**config.mk**
```make
export PLATFORM = sky130hd
export DESIGN_NAME = fps_top
export DESIGN_NICKNAME = d
export VERILOG_FILES = /design/src/inc/fps_pkg.sv /design/src/rtl/fps_top.sv
export VERILOG_INCLUDE_DIRS = /design/src /design/src/inc
export SDC_FILE = /design/constraint.sdc
export NUM_CORES = 1
export LEC_CHECK = 0
export BUFFER_PORTS_ARGS = -buffer_cell sky130_fd_sc_hd__buf_4
export CORE_MARGIN = 4
export CORE_UTILIZATION = 50
export DETAILED_ROUTE_END_ITERATION = 10
export PLACE_DENSITY_LB_ADDON = 0.1
export SLEW_MARGIN = 5
export SYNTH_ARGS = -nofsm -noshare
export SYNTH_HDL_FRONTEND = slang
export SYNTH_SLANG_ARGS = --single-unit
```
**constraint.sdc**
```tcl
create_clock -name pclk -period 10.75 [get_ports pclk]
set_input_delay 2.15 -clock pclk [delete_from_list [all_inputs] [get_ports pclk]]
set_output_delay 2.15 -clock pclk [all_outputs]
set_load 0.1 [all_outputs]
```
**src/inc/fps_defines.svh**
```systemverilog
/*
 * Constants of the fault supervisor: register offsets, field positions,
 * reset values, thresholds and timing figures.
 * Assumes inclusion by bare name from the design and the bench.
 */
`ifndef FPS_DEFINES_SVH
`define FPS_DEFINES_SVH
// =====================================================================
// Register offsets
`define FPS_A_CTRL 8'h00
`define FPS_A_TH 8'h04
`define FPS_A_RSP 8'h08
`define FPS_A_STAT 8'h0C
`define FPS_A_EVT 8'h10
`define FPS_A_MASK 8'h14
// =====================================================================
// Field positions and reset values
`define FPS_EN_BIT 0
`define FPS_CLR_BIT 1
`define FPS_OC_LSB 0
`define FPS_OV_LSB 4
`define FPS_UV_LSB 6
`define FPS_PGLO_BIT 8
`define FPS_PGHI_BIT 9
`define FPS_PGON_LSB 10
`define FPS_PGOFF_LSB 12
`define FPS_PGMODE_BIT 14
`define FPS_LATCH_LSB 0
`define FPS_TRKEN_BIT 5
`define FPS_STY_LSB 6
`define FPS_DLY_LSB 16
`define FPS_SLEW_LSB 22
`define FPS_TH_RST 32'h0000002A
`define FPS_RSP_RST 32'h00000140
// =====================================================================
// Shutdown styles
`define FPS_SEQ 2'h0
`define FPS_CRIT 2'h1
`define FPS_CAT 2'h2
// =====================================================================
// Thresholds, in percent, per mille, 0.1 degC and 2.5 mV steps
`define FPS_HUNDRED 12'h064
`define FPS_THOUSAND 12'h3E8
`define FPS_OC_BASE 12'h168
`define FPS_OC_STEP 12'h060
`define FPS_OC_MAX 4'hA
`define FPS_OV_BASE 12'h06E
`define FPS_OV_MAX 2'h2
`define FPS_UV_BASE 12'h04B
`define FPS_UV_MAX 2'h3
`define FPS_STEP10 12'h00A
`define FPS_STEP5 12'h005
`define FPS_PG_LO 12'h05A
`define FPS_PG_HI 12'h06E
`define FPS_T_HOT 12'h4B0
`define FPS_TW_CLR 12'h49F
`define FPS_OT_ON 12'h44C
`define FPS_TRK_LSB 13'h0064
`define FPS_I_RATED 12'h800
// =====================================================================
// Timing: milliseconds, microseconds per millisecond, clock in MHz
`define FPS_CLK_MHZ 100
`define FPS_MS_US 1000
`define FPS_RETRY_MS 130
`define FPS_PGD0 8'h00
`define FPS_PGD1 8'h0A
`define FPS_PGD2 8'h32
`define FPS_PGD3 8'h96
`endif

```
**src/inc/fps_pkg.sv**
```systemverilog
/*
 * Types of the fault supervisor: measurement and drive carriers, states.
 * Assumes nothing of its surroundings.
 */
package fps_pkg;
  // Measurements from the sensing chain, all on the controller clock.
  typedef struct packed {
    logic [11:0] vout;
    logic [11:0] vset;
    logic [11:0] vref;
    logic [11:0] iout;
    logic [11:0] temp;
  } fps_meas_type;
  // Switch drive permits and ramp request toward the power stage.
  typedef struct packed {
    logic hs_en;
    logic ls_en;
    logic ls_force;
    logic ramp_down;
  } fps_drive_type;
  typedef enum logic [1:0] {FPS_OFF, FPS_RUN, FPS_DLY, FPS_FLT} fps_state_type;
endpackage

```
**src/rtl/fps_top.sv**
```systemverilog
/*
 * Fault supervisor of a point-of-load converter with an APB register file.
 * Assumes measurements arrive synchronous to pclk and that a ramp engine
 * outside slews the output down when ramp_down is raised.
 */
// The APB register port and the register addresses were chosen for this implementation.
// Functional notes
// - Overcurrent threshold in 11 steps from 36 to 132 percent, 132 default.
// - Overvoltage threshold 110 to 130 percent in 10 percent steps, 130 default.
// - Undervoltage threshold 75 to 90 percent in 5 percent steps, 75 default.
// - Turn-off command within 6 us of a crossed threshold.
// - Sequenced style waits the turn-off delay then requests a slewed ramp.
// - Critical drops both drives; catastrophic drops high side, forces low side.
// - Overtemperature trips at 120 degC and restarts only at 110 degC.
// - Overtemperature hold clears once the warning is low and the temperature is at or below 110 degC.
// - Warning at 120 degC with 1.7 degC hysteresis, always reported.
// - Tracking check off by default, only during ramp up, 250 mV band.
// - Power good high inside window, 90 to 95 and 105 to 110 percent.
// - Power good rise delayed by 0, 10, 50 or 150 ms, 0 default.
// - Power good falls out of window, or after turn-off command with delay.
`timescale 1ns/100ps
`include "fps_defines.svh"
module fps_top import fps_pkg::*; #(
  parameter int MS_CYC = `FPS_MS_US * `FPS_CLK_MHZ,
  parameter int RETRY_MS = `FPS_RETRY_MS,
  parameter logic [11:0] I_RATED = `FPS_I_RATED
) (
  input wire logic pclk,
  input wire logic presetn,
  input wire logic psel,
  input wire logic penable,
  input wire logic pwrite,
  input wire logic [7:0] paddr,
  input wire logic [31:0] pwdata,
  output logic [31:0] prdata,
  output logic pready,
  output logic pslverr,
  input wire fps_meas_type meas,
  input wire logic ramp_up,
  output fps_drive_type drive,
  output logic off_cmd,
  output logic [2:0] off_slew,
  output logic power_good_output,
  output logic irq
);
  // ===================================================================
  // Declarations
  logic en_r, latch_r, tw_r, tw_nxt, ot_hold_r, pg_r, irq_r, off_cmd_r;
  logic pready_r, pslverr_r, win, ov_c, uv_c, oc_c, ot_c, trk_c;
  logic [31:0] prdata_r, th_r, rsp_r, ms_pre_r;
  logic [5:0] ev_r, ev_nxt, mask_r;
  logic [4:0] trip, cause_r;
  logic [1:0] sty, style_r;
  logic [7:0] cnt_r, pg_cnt_r;
  logic ms_tick;
  logic [23:0] vo100, ov_lim, uv_lim, lo_lim, hi_lim, i_meas, i_lim;
  logic [11:0] oc_pm, ov_pct, uv_pct;
  logic [3:0] oc_idx;
  logic [12:0] diff, absd;
  fps_state_type state_r;
  fps_drive_type drive_r;
  wire setup = psel & ~penable;
  wire acc_wr = psel & penable & pready_r & pwrite;
  wire clr_cmd = acc_wr & (paddr == `FPS_A_CTRL) & pwdata[`FPS_CLR_BIT];
  wire [5:0] latch_en = {1'b0, rsp_r[`FPS_LATCH_LSB +: 5]};
  wire [5:0] ev_clr = (acc_wr && paddr == `FPS_A_EVT) ? pwdata[5:0] : 6'h00;

  // Product of two 12-bit quantities kept at 24 bits.
  function automatic logic [23:0] mul24(input logic [11:0] a, input logic [11:0] b);
    mul24 = 24'(a) * 24'(b);
  endfunction

  // Delay in milliseconds for a two-bit power-good delay choice.
  function automatic logic [7:0] pg_dly(input logic [1:0] s);
    case (s)
      2'h0: pg_dly = `FPS_PGD0;
      2'h1: pg_dly = `FPS_PGD1;
      2'h2: pg_dly = `FPS_PGD2;
      default: pg_dly = `FPS_PGD3;
    endcase
  endfunction

  // ===================================================================
  // APB slave: one wait-free access phase, unmapped offsets error.
  always_ff @(posedge pclk or negedge presetn) begin
    if (!presetn) begin
      pready_r <= 1'b0;
      pslverr_r <= 1'b0;
      prdata_r <= 32'h00000000;
    end else begin
      pready_r <= setup;
      pslverr_r <= setup & (paddr > `FPS_A_MASK || paddr[1:0] != 2'h0);
      if (setup) begin
        case (paddr)
          `FPS_A_CTRL: prdata_r <= {31'h00000000, en_r};
          `FPS_A_TH: prdata_r <= th_r;
          `FPS_A_RSP: prdata_r <= rsp_r;
          `FPS_A_STAT: prdata_r <= {19'h00000, cause_r, 3'h0, latch_r, pg_r,
                                    off_cmd_r, state_r == FPS_RUN, tw_r};
          `FPS_A_EVT: prdata_r <= {26'h0000000, ev_r};
          `FPS_A_MASK: prdata_r <= {26'h0000000, mask_r};
          default: prdata_r <= 32'h00000000;
        endcase
      end
    end
  end

  // Configuration registers written at the access edge.
  always_ff @(posedge pclk or negedge presetn) begin
    if (!presetn) begin
      en_r <= 1'b0;
      th_r <= `FPS_TH_RST;
      rsp_r <= `FPS_RSP_RST;
      mask_r <= 6'h00;
    end else if (acc_wr) begin
      case (paddr)
        `FPS_A_CTRL: en_r <= pwdata[`FPS_EN_BIT];
        `FPS_A_TH: th_r <= pwdata;
        `FPS_A_RSP: rsp_r <= pwdata;
        `FPS_A_MASK: mask_r <= pwdata[5:0];
        default: en_r <= en_r;
      endcase
    end
  end

  // ===================================================================
  // Millisecond prescaler shared by all delay counters.
  always_ff @(posedge pclk or negedge presetn) begin
    if (!presetn) begin
      ms_pre_r <= 32'h00000000;
    end else if (ms_pre_r >= 32'(MS_CYC - 1)) begin
      ms_pre_r <= 32'h00000000;
    end else begin
      ms_pre_r <= ms_pre_r + 32'h00000001;
    end
  end
  assign ms_tick = (ms_pre_r >= 32'(MS_CYC - 1));

  // ===================================================================
  // Threshold arithmetic and comparisons against the setpoint, reference, rated current and hot mark.
  always_comb begin
    oc_idx = (th_r[`FPS_OC_LSB +: 4] > `FPS_OC_MAX) ? `FPS_OC_MAX : th_r[`FPS_OC_LSB +: 4];
    oc_pm = `FPS_OC_BASE + 12'(`FPS_OC_STEP * {8'h00, oc_idx});
    ov_pct = `FPS_OV_BASE + ((th_r[`FPS_OV_LSB +: 2] >= `FPS_OV_MAX) ? 12'(`FPS_STEP10 * 2'h2)
             : 12'(`FPS_STEP10 * {10'h000, th_r[`FPS_OV_LSB +: 2]}));
    uv_pct = `FPS_UV_BASE + 12'(`FPS_STEP5 * {10'h000, th_r[`FPS_UV_LSB +: 2]});
    vo100 = mul24(meas.vout, `FPS_HUNDRED);
    ov_lim = mul24(meas.vset, ov_pct);
    uv_lim = mul24(meas.vset, uv_pct);
    lo_lim = mul24(meas.vset, `FPS_PG_LO + (th_r[`FPS_PGLO_BIT] ? `FPS_STEP5 : 12'h000));
    hi_lim = mul24(meas.vset, `FPS_PG_HI - (th_r[`FPS_PGHI_BIT] ? `FPS_STEP5 : 12'h000));
    i_meas = mul24(meas.iout, `FPS_THOUSAND);
    i_lim = mul24(I_RATED, oc_pm);
    diff = {1'b0, meas.vout} - {1'b0, meas.vref};
    absd = diff[12] ? 13'(~diff + 13'h0001) : diff;
    oc_c = i_meas >= i_lim;
    ov_c = vo100 > ov_lim;
    uv_c = vo100 < uv_lim;
    win = (vo100 >= lo_lim) && (vo100 <= hi_lim);
    trk_c = absd > `FPS_TRK_LSB;
    ot_c = $signed(meas.temp) >= $signed(`FPS_T_HOT);
  end

  // Trips are watched only while running; tracking only during ramp up.
  always_comb begin
    trip = 5'h00;
    if (state_r == FPS_RUN) begin
      trip = {rsp_r[`FPS_TRKEN_BIT] & ramp_up & trk_c, ot_c, uv_c & ~ramp_up, ov_c, oc_c};
    end
    sty = `FPS_SEQ;
    for (int i = 0; i < 5; i++) begin
      if (trip[i] && rsp_r[`FPS_STY_LSB + 2 * i +: 2] > sty) begin
        sty = rsp_r[`FPS_STY_LSB + 2 * i +: 2];
      end
    end
  end

  // ===================================================================
  // Temperature warning with hysteresis and overtemperature hold.
  always_comb begin
    tw_nxt = tw_r;
    if ($signed(meas.temp) >= $signed(`FPS_T_HOT)) begin
      tw_nxt = 1'b1;
    end else if ($signed(meas.temp) <= $signed(`FPS_TW_CLR)) begin
      tw_nxt = 1'b0;
    end
  end

  always_ff @(posedge pclk or negedge presetn) begin
    if (!presetn) begin
      tw_r <= 1'b0;
      ot_hold_r <= 1'b0;
    end else begin
      tw_r <= tw_nxt;
      if (trip[3]) begin
        ot_hold_r <= 1'b1;
      end else if (!tw_r && $signed(meas.temp) <= $signed(`FPS_OT_ON)) begin
        ot_hold_r <= 1'b0;
      end
    end
  end

  // ===================================================================
  // Supervisor state machine: run, sequenced delay, fault and retry.
  always_ff @(posedge pclk or negedge presetn) begin
    if (!presetn) begin
      state_r <= FPS_OFF;
      cnt_r <= 8'h00;
      cause_r <= 5'h00;
      style_r <= `FPS_SEQ;
      latch_r <= 1'b0;
    end else begin
      case (state_r)
        FPS_OFF: begin
          latch_r <= 1'b0;
          cnt_r <= 8'h00;
          if (en_r) begin
            state_r <= FPS_RUN;
          end
        end
        FPS_RUN: begin
          cnt_r <= 8'h00;
          if (!en_r) begin
            state_r <= FPS_OFF;
          end else if (|trip) begin
            cause_r <= trip;
            style_r <= sty;
            latch_r <= |(trip & latch_en[4:0]);
            state_r <= (sty == `FPS_SEQ && rsp_r[`FPS_DLY_LSB +: 6] != 6'h00)
                       ? FPS_DLY : FPS_FLT;
          end
        end
        FPS_DLY: begin
          if (!en_r) begin
            state_r <= FPS_OFF;
          end else if (cnt_r >= {2'h0, rsp_r[`FPS_DLY_LSB +: 6]}) begin
            cnt_r <= 8'h00;
            state_r <= FPS_FLT;
          end else if (ms_tick) begin
            cnt_r <= cnt_r + 8'h01;
          end
        end
        FPS_FLT: begin
          if (!en_r) begin
            state_r <= FPS_OFF;
          end else if (latch_r) begin
            if (clr_cmd && !ot_hold_r) begin
              latch_r <= 1'b0;
              state_r <= FPS_RUN;
            end
          end else if (cnt_r >= 8'(RETRY_MS)) begin
            cnt_r <= 8'h00;
            if (!ot_hold_r) begin
              state_r <= FPS_RUN;
            end
          end else if (ms_tick) begin
            cnt_r <= cnt_r + 8'h01;
          end
        end
        default: state_r <= FPS_OFF;
      endcase
    end
  end

  // Switch drives, turn-off command and slew code toward the power stage.
  always_ff @(posedge pclk or negedge presetn) begin
    if (!presetn) begin
      drive_r <= '0;
      off_cmd_r <= 1'b0;
    end else begin
      off_cmd_r <= (state_r == FPS_DLY) || (state_r == FPS_FLT);
      case (state_r)
        FPS_RUN, FPS_DLY: drive_r <= '{hs_en: 1'b1, ls_en: 1'b1, ls_force: 1'b0, ramp_down: 1'b0};
        FPS_FLT: begin
          case (style_r)
            `FPS_CRIT: drive_r <= '0;
            `FPS_CAT: drive_r <= '{hs_en: 1'b0, ls_en: 1'b1, ls_force: 1'b1,
                                  ramp_down: 1'b0};
            default: drive_r <= '{hs_en: 1'b1, ls_en: 1'b1, ls_force: 1'b0,
                                  ramp_down: 1'b1};
          endcase
        end
        default: drive_r <= '0;
      endcase
    end
  end

  // ===================================================================
  // Power good with selectable rise delay and reset-style fall.
  always_ff @(posedge pclk or negedge presetn) begin
    if (!presetn) begin
      pg_r <= 1'b0;
      pg_cnt_r <= 8'h00;
    end else if (!pg_r) begin
      if (!win) begin
        pg_cnt_r <= 8'h00;
      end else if (pg_cnt_r >= pg_dly(th_r[`FPS_PGON_LSB +: 2])) begin
        pg_r <= 1'b1;
        pg_cnt_r <= 8'h00;
      end else if (ms_tick) begin
        pg_cnt_r <= pg_cnt_r + 8'h01;
      end
    end else if (!th_r[`FPS_PGMODE_BIT]) begin
      pg_cnt_r <= 8'h00;
      if (!win) begin
        pg_r <= 1'b0;
      end
    end else if (!(off_cmd_r || state_r == FPS_OFF)) begin
      pg_cnt_r <= 8'h00;
    end else if (pg_cnt_r >= pg_dly(th_r[`FPS_PGOFF_LSB +: 2])) begin
      pg_r <= 1'b0;
      pg_cnt_r <= 8'h00;
    end else if (ms_tick) begin
      pg_cnt_r <= pg_cnt_r + 8'h01;
    end
  end

  // ===================================================================
  // Sticky events, write one to clear, a new event wins over the clear.
  assign ev_nxt = (ev_r & ~ev_clr) | {tw_nxt & ~tw_r, trip};

  always_ff @(posedge pclk or negedge presetn) begin
    if (!presetn) begin
      ev_r <= 6'h00;
      irq_r <= 1'b0;
    end else begin
      ev_r <= ev_nxt;
      irq_r <= |(ev_nxt & mask_r);
    end
  end

  // Outputs straight from their flip-flops.
  assign prdata = prdata_r;
  assign pready = pready_r;
  assign pslverr = pslverr_r;
  assign drive = drive_r;
  assign off_cmd = off_cmd_r;
  assign power_good_output = pg_r;
  assign irq = irq_r;

  always_ff @(posedge pclk or negedge presetn) begin
    if (!presetn) begin
      off_slew <= 3'h0;
    end else begin
      off_slew <= rsp_r[`FPS_SLEW_LSB +: 3];
    end
  end
endmodule // fps_top

```
# Word level (Yosys, flattened, before mapping)
# Cells that the tools add are included.
# totals
word_cells	214
register_bits	181
output_inout_bits	44
input_bits	106
# op_classes
multipliers	9
n_reduce_logical	37
add_sub_neg	10
magnitude_cmp	22
n_eq_ne	25
mux	66
bitwise_logic	20
# op_table
cell	n
$pmux W32 S6	1
$mux W8	18
$pmux W8 S3	3
$mul A12 B8 Y20	3
$add A32 B1 Y32 const B	1
$ge A32 B17 Y1 const B	1
$mux W32	1
$mux W2	15
$le A12 B12 Y1 const B	2
$le A19 B24 Y1	1
$mul A12 B12 Y24	1
$ge A22 B23 Y1	1
$ge A19 B20 Y1	1
$gt A19 B20 Y1	1
$lt A19 B20 Y1	1
$mul A12 B7 Y19 const B	1
$mul A12 B5 Y17 const B	1
$mux W1	17
$add A8 B1 Y8 const B	2
$eq A8 B4 Y1 const B	2
$eq A8 B5 Y1 const B	2
$ge A8 B8 Y1	2
$pmux W4 S2	2
$add A13 B1 Y13 const B	1
other kinds (54)	108

# Depth between registers and ports, before layout
# Gate-level depths: netlist of the first run.
# logic_depth
word_depth	27
depth_mapped	55
depth_no_buf	55

# Least setup slack after synthesis of the first run
# OpenSTA, ideal clock, no wires.
# synth_path
kind	input port to flip-flop
start	in meas[17] (netlist bit)
end	reg style_r[0]
n_path_buf	0
path_slack_ns	-0.568
path_stages	46
t_arrival_ns	11.191
path_cell_list	inv_1 fa_1 fa_1 fa_1 fa_1 inv_1 ha_1 a21o_1 a21oi_1 a21bo_2 a21oi_1 nor2b_1 o21ai_0 nand2b_1 a21oi_1 o21bai_1 a21oi_1 xnor2_1 [10 not listed] nand3_1 mux2_2 mux2i_1 ha_1 nor2b_1 o21ai_0 nand2b_1 nor2_1 a21oi_1 ha_1 a211oi_1 o41ai_1 a31oi_1 ha_1 a21oi_1 and2_4 mux2i_1 o21ai_0
# synth_via
elab_chain_len	17
elab_cells_between_ends	19
cone_classes	mul: 1; order compare: 5; mux: 6; reduce/logical: 7
# synth_lines
element	line	rtl
from (decl)	fps_top.sv:38	input wire fps_meas_type meas,
$mul A12 B7 Y19 (*)	fps_top.sv:70	mul24 = 24'(a) * 24'(b);
$ge A22 B23 Y1 (*)	fps_top.sv:156	oc_c = i_meas >= i_lim;
$mux W5 (*)	fps_top.sv:167	if (state_r == FPS_RUN) begin
$logic_and A1 B1 Y1	fps_top.sv:172	if (trip[i] && rsp_r[`FPS_STY_LSB + 2 * i +: 2] > sty) begin
$mux W2	fps_top.sv:172	
$gt A2 B2 Y1	fps_top.sv:172	
$logic_and A1 B1 Y1	fps_top.sv:172	
$mux W2	fps_top.sv:172	
$gt A2 B2 Y1	fps_top.sv:172	
$logic_and A1 B1 Y1	fps_top.sv:172	
$mux W2	fps_top.sv:172	
$gt A2 B2 Y1	fps_top.sv:172	
$logic_and A1 B1 Y1	fps_top.sv:172	
$mux W2	fps_top.sv:172	
$gt A2 B2 Y1	fps_top.sv:172	
$logic_and A1 B1 Y1	fps_top.sv:172	
$mux W2	fps_top.sv:172	
to (signal assigned)	fps_top.sv:210	style_r <= `FPS_SEQ;
to (signal assigned)	fps_top.sv:227	style_r <= sty;
to (decl)	fps_top.sv:53	logic [1:0] sty, style_r;
# Mark *: on every way between the ends. The rest lies on a longest branch, timed or not.
# A chain may end at the register's enable or synchronous reset.

# Worst setup path after layout of the first run
# layout_path
start	in meas[39] (netlist bit)
end	reg state_r[0]
# layout_via
elab_chain_len	20
elab_cells_between_ends	26
cone_classes	mul: 2; order compare: 5; eq/ne: 1; mux: 9; bitwise: 1; reduce/logical: 8
# layout_lines
element	line	rtl
$mul A12 B8 Y20	fps_top.sv:70	
$gt A19 B20 Y1	fps_top.sv:157	ov_c = vo100 > ov_lim;
$mux W5 (*)	fps_top.sv:167	
$logic_and A1 B1 Y1	fps_top.sv:172	
$mux W2	fps_top.sv:172	
$gt A2 B2 Y1	fps_top.sv:172	
$logic_and A1 B1 Y1	fps_top.sv:172	
$mux W2	fps_top.sv:172	
[4 not listed]	-	
$logic_and A1 B1 Y1	fps_top.sv:172	
$mux W2	fps_top.sv:172	
$logic_not A2 Y1 (no line)	-	
$logic_and A1 B1 Y1	fps_top.sv:229	state_r <= (sty == `FPS_SEQ && rsp_r[`FPS_DLY_LSB +: 6] != 6'h00)
$mux W1	fps_top.sv:229	
$mux W2	fps_top.sv:225	end else if (|trip) begin
$mux W2	fps_top.sv:223	if (!en_r) begin
$pmux W2 S4	fps_top.sv:213	case (state_r)
to (signal assigned)	fps_top.sv:229	
to (decl)	fps_top.sv:60	fps_state_type state_r;
# Mark *: on every way between the ends. The rest lies on a longest branch, timed or not. The select of a mux whose other input is x is not followed.

==> results by group, run 1 <==
Synthesis
  – Number of synthesized flops with an enable pin: 0
  – Post-synthesis register bit count: 181
  – Cell area after synthesis: 23,540 sq um
  – Netlist cell types: 77
  – Post-Syn Area per Cell: 9.184 sq um
  – Ys async rst share: between 90% and 100%
  – Dominant synthesized flop cell: dfrtp_1
  – Yosys Warn Count: 0
  – Sequential area share after synthesis: 19.27%
  – Post-Synthesis Cells: 2,563

Drt
  – First drt pass iteration count: 6
  – Via density per instance: 5.438
  – Wirelength per Cell: 17.62 um
  – Drt total wl: 60,590 um
  – Vias: around 19,000
  – Residual DRC count: 0
  – ANT nets after route: 0
  – Initial DRC Count: 935

Run status
  – Status: complete, but fails checks
  – Failing checks: setup timing

Finish
  – Final core occ: 58.68%
  – Area Overhead vs Synth: 16.06%
  – Share of post-route cells with drive strength above 1: 17.06%
  – Final Net Count: 3,542
  – Final instance area: 27,320 sq um
  – N_diodes: 0

Setup path
  – Worst EP required: 11.07 ns
  – Delay of the slowest critical-path stage: 0.54 ns
  – Setup Crit Path Kind: primary input to flop
  – Max FO, Critical Path: 4
  – Slowest stage cell, crit path: fa_1
  – Startpoint types: primary input
  – CP endpoint kind: flop
  – WP data arrival: roughly 11 ns

Pwr
  – Internal Pwr Total: 2610 uW
  – Clock share of power: 14.2%
  – Sw Ratio: 45.46%
  – Logic gate share of total power: 71.0%
  – Switching power: between 2000 and 2500 uW
  – Sequential share of power: around 15%
  – Maximum vdd drop: 0.0001153 V
  – Leak: about 0.014 uW
  – Pwr/cell area: 175.1 nW/um^2

STA
  – Relative slew slack: roughly 25%
  – Final hold slack: 0.4043 ns
  – Final WS setup: -0.03485 ns
  – Final setup TNS: -0.03485 ns
  – Final setup viols: 1
  – Least-Margin Pin Slew: 1.129 ns
  – Fmax: 92.72 MHz
  – RSZ-0062 raised after global routing: true
  – Final Hold Vio Count: 0
  – Period utilization: 100.3%
  – Final Skew: 0.01590 ns
  – Crit path time final: 10.78 ns
  – Max Slew Vio Count: 0

GRT
  – Global Route Usage Sum: between 20% and 30%
  – Global route overflow: 0
  – Initial antenna violation count: 1
  – Largest net degree at the start of global routing: between 100 and 150
  – First-pass GRT wire length: 100,200 um
  – Vias in the first global route: a little under 20,000

Floorplan
  – Die footprint: 50,610 sq um
  – Core Rows: 79
  – Placeable Area: 46,560 sq um
  – I/O pins: 150
  – Die H: approximately 220 um
  – Initial Util: 50.56%
  – Die W: between 200 and 250 um

Placement
  – Hpwl dp: 48,770 um
  – Number of port buffers: 149
  – Gpl congestion: 0.8557
  – Placed inst area: 26,190 sq um
  – Pre-CTS setup slack: -0.8392 ns

CTS
  – TritonCTS buffer count: 17
  – CTS root buf: clkbuf_16
  – CTS max path bufs: 2
  – Worst-Skew Late Latency: approximately 0.44 ns
  – CTS tree: done
  – Hold Buf Count CTS: 0
  – Clk slew on worst S/H paths: roughly 0.080 ns
  – Clock Sinks: 181
  – H-tree levels: 4

Worst hold path
  – Hold crit path type: flop to flop

Run
  – # Max-Cap Violations: 0
[through the flow]
stage	instances	total power (uW)
after floorplan	2579	2972
after global placement	3388	3847
after detailed placement	3388	3924
after CTS	3430	4720
after global routing	3439	5304
final	3439	4785
[layer usage]
| layer | vias up | GRT usage [%] | part of all wire, % |
|---|---|---|---|
| met5 | - | 0 | 0.021 |
| met3 | 87 | 3.348 | 4.6 |
| met4 | 2 | 6.206 | 2.6 |
| met2 | 379 | 42.13 | 49 |
| met1 | 9172 | 32.47 | 44 |
| li1 | 9060 | - | - |
[layout by cell type (no fill, tap or decap), types with 11 or more instances in the layout]
cell type / n
a211oi_1: 12
mux2_2: 77
nand2b_1: 40
nor2_1: 127
or3_1: 14
o21ai_0: 112
nor4_1: 14
inv_1: 439
and2_1: 50
nor3_1: 27
a21oi_1: 106
buf_4: 274
xnor2_1: 63
nor2b_1: 42
nand4_1: 12
nand2_1: 178
o21bai_1: 17
dfrtp_1: 176
o21a_1: 11
ha_1: 402
a22oi_1: 32
conb_1: 17
fa_1: 202
xor2_1: 41
a21o_1: 54
nand3_1: 43
clkbuf_16: 17
[synth_stat cells (all sizes together), types with 4 or more instances]
cell type	count	area, sq um
nand3b	4	30.03
o21bai	18	138.9
nand2b	42	265.3
or2	10	62.56
o31ai	6	45.04
a41oi	4	35.03
nor2b	46	287.8
nor2	130	488.0
and2	51	321.6
xor2	41	359.1
a221oi	4	52.56
o21ai	125	625.6
a22oi	32	240.2
clkbuf	46	172.7
a21boi	9	67.56
mux2i	7	70.07
a2111oi	5	43.79
o41ai	5	43.79
nor3	29	145.1
nand3	43	215.2
o21a	11	82.58
nand4	12	75.07
xnor2	63	551.8
fa	204	4084
a21oi	118	590.6
or3	14	87.58
ha	413	5167
dfstp	5	131.4
a31oi	11	83.83
nor3b	6	56.31
inv	450	1689
and3	10	62.56
dfrtp	176	4404
buf	12	50.05
a31o	6	52.55
a211oi	15	117.6
mux2	78	878.3
a21o	54	405.4
nand2	179	671.9
nor4	15	108.9
[power groups by stage]
stage / Sequential (uW) / Clock [uW] / Combinational [uW]
4_1_cts: 710 / 689 / 3320
3_5_place_dp: 723 / 0 / 3200
3_3_place_gp: 723 / 0 / 3120
2_1_floorplan: 748 / 0 / 2220
5_1_grt: 713 / 719 / 3870
6_report: 711 / 678 / 3400
[state kept, by name (all words and copies together), names as in the netlist, 2 cells and up]
register and cells:
drive 4, cnt_r 8, ev_r 6, cause_r 5, off_slew 3, pg_cnt_r 8
prdata 32, state_r 2, style_r 2, mask_r 6, ms_pre_r 32, rsp_r 32
th_r 32
[critical path: cells and delay by family]
family,cells,cell delay [ns]
adder cells (fa/ha/maj),9,3.40
multiplexers,3,0.62
AO/OA/AOI/OAI,21,3.08
buffers and inverters,8,0.81
AND/OR/NAND/NOR,7,1.00
[path summary, 6_finish.rpt]
| path | start | end | slack [ns] | cells after the start |
|---|---|---|---|---|
| worst max-delay path | meas[39] | state_r[0]$_DFFE_PN0P_ | -0.03 | 48 |
| worst min register to register | rsp_r[22]$_DFFE_PN0P_ | off_slew[0]$_DFF_PN0_ | 0.40 | 0 |
| worst max register to register | th_r[5]$_DFFE_PN1P_ | state_r[0]$_DFFE_PN0P_ | 1.02 | 48 |
| min in group asynchronous | presetn | prdata[5]$_DFFE_PN0P_ | 1.79 | 1 |
| worst min-delay path | rsp_r[22]$_DFFE_PN0P_ | off_slew[0]$_DFF_PN0_ | 0.40 | 0 |
| max in group asynchronous | presetn | ms_pre_r[21]$_DFF_PN0_ | 7.32 | 2 |
[what timing repair did]
action,4_1_cts,5_1_grt
resized for setup,34,45
buffers inserted,10,11
pin swaps,30,51
setup endpoints to repair,3,3
[layout make-up]
cell class | instances | area (sq um)
fillers | 4117 | 19240
multi-input cells | 1888 | 17560
flip-flops and latches | 181 | 4536
repair buffers | 279 | 2117
inverters | 452 | 1712
well taps | 607 | 759.5
clock buffers | 18 | 429.2
clock inverters | 14 | 206.4
[cell families (layout without fill, tap and decap cells)]
family / after synthesis / after routing / share of synthesized area (%)
AOI/OAI and AO/OA: 461 / 461 / 12.66
other: 1 / 17 / 0.01593
xor gates and xnor gates: 104 / 104 / 3.870
and+or+nand+nor: 604 / 604 / 12.70
adders and majority gates: 617 / 617 / 39.30
muxes: 85 / 85 / 4.029
DFF: 181 / 181 / 19.27
buffers and inverters: 510 / 763 / 8.154
No activity file was read; power rests on OpenSTA's default activity.
==> run 2, diff against run 1 <==
--- a/config.mk
+++ b/config.mk
@@ -6,6 +6,7 @@
 export SDC_FILE = /design/constraint.sdc
 export NUM_CORES = 1
 export LEC_CHECK = 0
+export ABC_AREA = 1
 export BUFFER_PORTS_ARGS = -buffer_cell sky130_fd_sc_hd__buf_4
 export CORE_MARGIN = 4
 export CORE_UTILIZATION = 50
==> run 2 against run 1 <==
- the run now ends clean
- clock skew hardly changed
- routed wire length about the same
- setup slack gained 0.54 ns
- core utilization is 1.0 points lower
- non-clock buffer count is 43 lower
- flip-flop and latch count is the same
- die area up 0.48%
- combinational power is 8.2% lower
- synthesized area increased by 0.50%
- maximum frequency increased by 5.2%
- sequential share of layout area rose by 0.27 points
- cell count rose by 9.8%
==> results by group, run 2 <==
Setup path
  – Crit path from: meas[16]
  – Worst EP required: 11.07 ns
  – Setup Crit Path Kind: primary input to flop
  – RR Endpoint: state_r[0]$_DFFE_PN0P_
  – CP endpoint kind: flop
  – Startpoint types: primary input
  – Worst reg-to-reg path cell count: 52
  – WP data arrival: 10.57 ns
  – R2R Setup Slk: 0.91 ns
  – Crit path to: state_r[0]$_DFFE_PN0P_
  – Slowest stage cell, crit path: fa_1
  – Cell mode on critical path: nand2_1
  – Delay of the slowest critical-path stage: 0.50 ns
  – Max FO, Critical Path: 3
  – Reg-to-reg startpoint: th_r[5]$_DFFE_PN1P_

Synthesis
  – Most common cell in the netlist: inv_1
  – Yosys Warn Count: 0
  – Post-Syn Area per Cell: 8.052 sq um
  – Dominant synthesized flop cell: dfrtp_1
  – Post-synth top area cell: ha_1
  – Cell area after synthesis: 23,660 sq um
  – Netlist cell types: 58
  – Top post-synthesis cells by count: inv_1 (632), nand2_1 (478), ha_1 (413)
  – Post-synthesis register bit count: 181
  – Ys async rst share: 100.0%
  – Sequential area share after synthesis: between 10% and 20%
  – Top post-synthesis cells by area: ha_1 (22%), dfrtp_1 (19%), fa_1 (17%)
  – Number of synthesized flops with an enable pin: 0
  – Post-synth top area share: between 20% and 30%
  – Post-Synthesis Cells: 2,938

Floorplan
  – Die footprint: 50,860 sq um
  – Die W: 225.5 um
  – Placeable Area: 46,650 sq um
  – Core Rows: 79
  – Initial Util: between 50% and 60%
  – Die H: roughly 230 um
  – I/O pins: 150

GRT
  – Largest net degree at the start of global routing: 88
  – Vias in the first global route: 20,210
  – GR Util met3: under 10%
  – GRT busiest layer: met2
  – Initial antenna violation count: 0
  – Global Route Usage Sum: between 20% and 30%
  – GRT met2 Usage: 42.07%
  – Global route overflow: 0
  – First-pass GRT wire length: 100,700 um
  – GR Layer Usage met1: 32.49%

STA
  – Final Hold Vio Count: 0
  – Final Skew: 0.01593 ns
  – Relative slew slack: between 20 and 30%
  – Max Slew Vio Count: 0
  – Least-Margin Pin Slew: 1.086 ns
  – Crit path time final: 10.25 ns
  – Final setup viols: 0
  – Period utilization: roughly 95%
  – Final WS setup: 0.5011 ns
  – Fmax: about 98 MHz

Pwr
  – Pwr/cell area: 165.7 nW/um^2
  – Maximum vdd drop: 0.0001112 V
  – Leak: 0.01451 uW

Finish
  – Final Net Count: ~3,900
  – Final cell count without fillers: 3,776
  – Area Overhead vs Synth: 13.66%
  – Sequential standard cell area: 4536 sq um
  – Final-layout fill cell count: roughly 4,300
  – Share of post-route cells with drive strength above 1: 12.24%
  – N_diodes: 0
  – Multi-input logic area: 16,780 sq um
  – Commonest non-fill, non-tap cell in the layout: inv_1
  – Most frequent cells in the layout: inv_1 (624), nand2_1 (471), ha_1 (404)

Drt
  – Vias: 19,670
  – Initial DRC Count: 1,073
  – Via density per instance: between 5 and 6
  – ANT nets after route: 0
  – Residual DRC count: 0
  – Wirelength per Cell: 16.03 um
  – First drt pass iteration count: 6
  – Drt total wl: slightly above 60,000 um

Run
  – # Max-Cap Violations: 0

Placement
  – Number of port buffers: roughly 150
  – Gpl congestion: just under 0.9
  – Pre-CTS setup slack: -0.4509 ns
  – Dpl cells: 3,736
  – Hpwl dp: 49,310 um

CTS
  – TritonCTS buffer count: 17
  – CTS max path bufs: 2
  – H-tree levels: 4
  – Clock Sinks: 181
  – Hold Buf Count CTS: 0
  – Worst-Skew Late Latency: 0.44 ns
  – CTS root buf: clkbuf_16
  – CTS tree: done
  – Clk slew on worst S/H paths: 0.07 ns

Run status
  – Status: complete, no violations

Worst hold path
  – Hold crit path type: flop to flop
run 2: changes by cell type in the layout (fill, tap and decap cells not counted), moves of 46 or more:
| cell | previous run | this run |
|---|---|---|
| nand2_1 | 178 | 471 |
| inv_1 | 439 | 624 |
| nor2_1 | 127 | 214 |
| mux2_2 | 77 | 0 |
| and2_1 | 50 | 2 |
| a21o_1 | 54 | 8 |
run 2: final cells by class:
| cell class | count | area share (%) |
|---|---|---|
| multi-input combinational | 2066 | 62.40 |
| sequential | 181 | 16.87 |
| inverter | 654 | 9.158 |
| timing repair buffer | 236 | 6.640 |
| tap | 607 | 2.825 |
| clock buffer | 21 | 1.675 |
| clock inverter | 11 | 0.4328 |
run 2: power breakdown:
group	switching (uW)	total [uW]	internal (uW)	leakage, uW
Combinational	1820	3120	1300	0.0118
Clock	284	615	331	0.000266
Sequential	17.2	716	699	0.00244
Total	2120	4450	2330	0.0145
run 2: worst min-delay path by stage:
| stage | from | to | depth (start not counted) |
|---|---|---|---|
| 2_1_floorplan | rsp_r[22]$_DFFE_PN0P_ | off_slew[0]$_DFF_PN0_ | 0 |
| 3_3_place_gp | rsp_r[22]$_DFFE_PN0P_ | off_slew[0]$_DFF_PN0_ | 0 |
| 3_5_place_dp | rsp_r[24]$_DFFE_PN0P_ | off_slew[2]$_DFF_PN0_ | 0 |
| 4_1_cts | rsp_r[24]$_DFFE_PN0P_ | off_slew[2]$_DFF_PN0_ | 0 |
| 5_1_grt | rsp_r[23]$_DFFE_PN0P_ | off_slew[1]$_DFF_PN0_ | 0 |
| 6_report | rsp_r[22]$_DFFE_PN0P_ | off_slew[0]$_DFF_PN0_ | 0 |
run 2: timing repair:
action,in CTS,in global routing
endpoints found under the setup margin,1,3
gates resized for setup,1,60
pin swaps,0,41
cloned,0,0
buffers inserted,0,8
run 2: per-stage QoR:
stage               area, sq um  setup TNS [ns]  hold slack, ns  utilization, %  total power (uW)
floorplan                 23720               0          0.3749               -              2919
global placement          26000         -0.4437          0.3919           55.72              3663
CTS                       26570               0          0.4131           56.95              4381
global route              26890        -0.06546          0.4311           57.63              4967
finish                    26890               0          0.4137           57.63              4454
detailed placement        26000          -1.142          0.3911           55.72              3744
run 2: logic make-up (layout without fill, tap and decap cells):
logic type | count (synthesis) | after routing | share of synthesized area (%)
AND/OR/NAND/NOR | 900 | 900 | 16.06
buffers and inverters | 707 | 922 | 11.26
adder cells (fa/ha/maj) | 617 | 617 | 39.11
AO/OA/AOI/OAI | 433 | 433 | 10.72
flip-flops | 181 | 181 | 19.17
XOR/XNOR | 99 | 99 | 3.665
other | 1 | 17 | 0.01585
run 2: metal layers:
metal  share of wire [%]  routed length (um)
met3                 4.3                2615
met5                   0                   0
met4                 2.7                1625
met1                  45               27210
met2                  48               29090
run 2: critical path: cells and delay by family:
family	cells	cell delay, ns
buf+inv	11	0.91
simple gates	26	2.58
compound gates	13	1.27
xor+xnor	1	0.14
fa+ha+maj	10	3.54
==> run 3, diff against run 2 <==
==> constraint.sdc (replaced) <==
create_clock -name pclk -period 8.3 [get_ports pclk]
set_input_delay 1.66 -clock pclk [delete_from_list [all_inputs] [get_ports pclk]]
set_output_delay 1.66 -clock pclk [all_outputs]
set_load 0.1 [all_outputs]
==> run 3 against run 2 <==
- the flow now finishes with violations (setup timing)
- non-clock buffer count rose by 224
- critical path depth unchanged
- via count up 4.3%
- critical path type unchanged
- critical endpoint unchanged
==> results by group, run 3 (same netlist as run 2, synthesis figures left out) <==
Drt
  – Residual DRC count: 0
  – Vias: ~20,000
  – ANT nets after route: 0
  – Wirelength per Cell: 15.66 um
  – Initial DRC Count: 1,007
  – Via density per instance: 5.130
  – Drt total wl: 62,650 um
  – First drt pass iteration count: 5

STA
  – Final hold slack: 0.4089 ns
  – RSZ-0062 raised after global routing: true
  – Final Hold Vio Count: 0
  – Relative slew slack: 18.78%
  – Max Slew Vio Count: 0
  – Final Skew: 0.006666 ns
  – Final setup viols: 3
  – Least-Margin Pin Slew: 1.214 ns
  – Fmax: 102.2 MHz
  – Crit path time final: ~9.8 ns
  – Period utilization: 117.8%
  – Final WS setup: -1.480 ns

Setup path
  – Worst EP required: just under 9 ns
  – Startpoint types: primary input
  – CP endpoint kind: flop
  – Setup Crit Path Kind: primary input to flop
  – Slowest stage cell, crit path: fa_1
  – Max FO, Critical Path: 3
  – Worst reg-to-reg path cell count: 52
  – WP buf/inv: 10
  – RR Endpoint: state_r[0]$_DFFE_PN0P_
  – CP top delay family: adder cells
  – R2R Setup Slk: -0.65 ns
  – WP data arrival: roughly 10 ns
  – Reg-to-reg startpoint: th_r[5]$_DFFE_PN1P_
  – Delay of the slowest critical-path stage: 0.50 ns

Finish
  – Share of post-route cells with drive strength above 1: 18.51%
  – Most frequent cells in the layout: inv_1 (618), nand2_1 (463), buf_4 (455)
  – Area Overhead vs Synth: 21.23%
  – N_diodes: 0
  – Final instance area: 28,680 sq um
  – Final-layout fill cell count: roughly 4,200
  – Commonest non-fill, non-tap cell in the layout: inv_1
  – Final Net Count: 4,103

Placement
  – Number of port buffers: 149
  – Hpwl dp: 51,750 um
  – Placed inst area: 27,550 sq um
  – Gpl congestion: about 0.91
  – Pre-CTS setup slack: -2.218 ns

Worst hold path
  – Min-delay src: rsp_r[24]$_DFFE_PN0P_
  – Hold crit path type: flop to flop
  – Hold Path Stages: 0
  – Endpoint of the worst hold-timing path: off_slew[2]$_DFF_PN0_

GRT
  – First-pass GRT wire length: 104,200 um
  – Global Route Usage Sum: 25.09%
  – Vias in the first global route: around 21,000
  – Global route overflow: 0
  – Initial antenna violation count: 0
  – Largest net degree at the start of global routing: 100

Floorplan
  – I/O pins: 150
  – Placeable Area: 46,650 sq um
  – Die H: 225.5 um
  – Core Rows: 79
  – Die footprint: 50,860 sq um
  – Die W: between 200 and 250 um
  – Initial Util: 50.71%

CTS
  – CTS max path bufs: 2
  – CTS tree: done
  – Worst-Skew Late Latency: 0.43 ns
  – CTS root buf: clkbuf_16
  – Clock Sinks: roughly 180
  – Hold Buf Count CTS: 0
  – Clk slew on worst S/H paths: 0.07 ns
  – H-tree levels: 4
  – TritonCTS buffer count: 17

Run
  – # Max-Cap Violations: 0

Pwr
  – Pwr/cell area: around 220 nW/um^2
  – Maximum vdd drop: approximately 0.00014 V
  – Leak: between 0.015 and 0.02 uW

Run status
  – Status: complete, but fails checks
  – Failing checks: setup timing
==> run 3: changes by cell type in the layout (fill, tap and decap cells not counted), sizes merged <==
cell / delta
clkbuf: -1
inv: -3
clkinvlp: +1
buf: +224
clkinv: +3
==> run 3: worst register-to-register path: cells and delay by family, from the launching register on <==
kind,cells,cell delay (ns)
AND/OR/NAND/NOR,21,2.13
XOR/XNOR,1,0.14
buffers and inverters,8,0.79
adder cells (fa/ha/maj),9,3.39
flip-flops,1,0.57
AO/OA/AOI/OAI,13,1.85
==> run 3: worst max-delay path by stage <==
stage / from / to / slack [ns] / cells past startpoint
floorplan: meas[18] / state_r[0]$_DFFE_PN0P_ / -1.29 / 59
global placement: meas[14] / state_r[0]$_DFFE_PN0P_ / -1.91 / 58
detailed placement: meas[14] / state_r[0]$_DFFE_PN0P_ / -2.22 / 58
CTS: meas[16] / state_r[0]$_DFFE_PN0P_ / -1.36 / 62
global route: meas[16] / state_r[0]$_DFFE_PN0P_ / -2.12 / 63
finish: meas[16] / state_r[0]$_DFFE_PN0P_ / -1.48 / 61
==> run 3: layer usage <==
layer,vias to the layer above,routed length (um),global-route usage (%)
met1,9801,28040,34.17
li1,10180,-,-
met3,81,3146,3.100
met2,453,30240,43.58
met4,0,1229,4.703
met5,-,0,0
==> run 3: cell type report <==
type / instances / area, sq um / area share (%)
multi-input cells: 2066 / 16860 / 58.79
flip-flops and latches: 181 / 4536 / 15.82
repair buffers: 460 / 3478 / 12.13
inverters: 654 / 2470 / 8.612
well taps: 607 / 759.5 / 2.648
clock buffers: 20 / 456.7 / 1.592
clock inverters: 12 / 118.9 / 0.4145
==> run 3: report_power, final <==
part | leakage, uW | switching [uW] | internal [uW]
Combinational | 0.0129 | 2540 | 2160
Sequential | 0.00244 | 24.1 | 905
Clock | 0.000279 | 361 | 436
Total | 0.0156 | 2920 | 3500
==> run 3: timing repair <==
| action | in CTS | in global routing |
|---|---|---|
| endpoints found under the setup margin | 3 | 19 |
| gates resized for setup | 31 | 38 |
| setup buffers | 27 | 7 |
| pin swaps | 36 | 30 |
==> run 3: per-stage QoR <==
step	util [%]	TNS [ns]	power, uW	std cells
5_1_grt	61.47	-6.054	7128	4000
3_5_place_dp	59.06	-8.613	5447	3934
4_1_cts	61.07	-3.790	6350	3993
3_3_place_gp	59.06	-7.664	5295	3934
2_1_floorplan	-	-3.626	3821	2954
6_report	61.47	-4.117	6417	4000
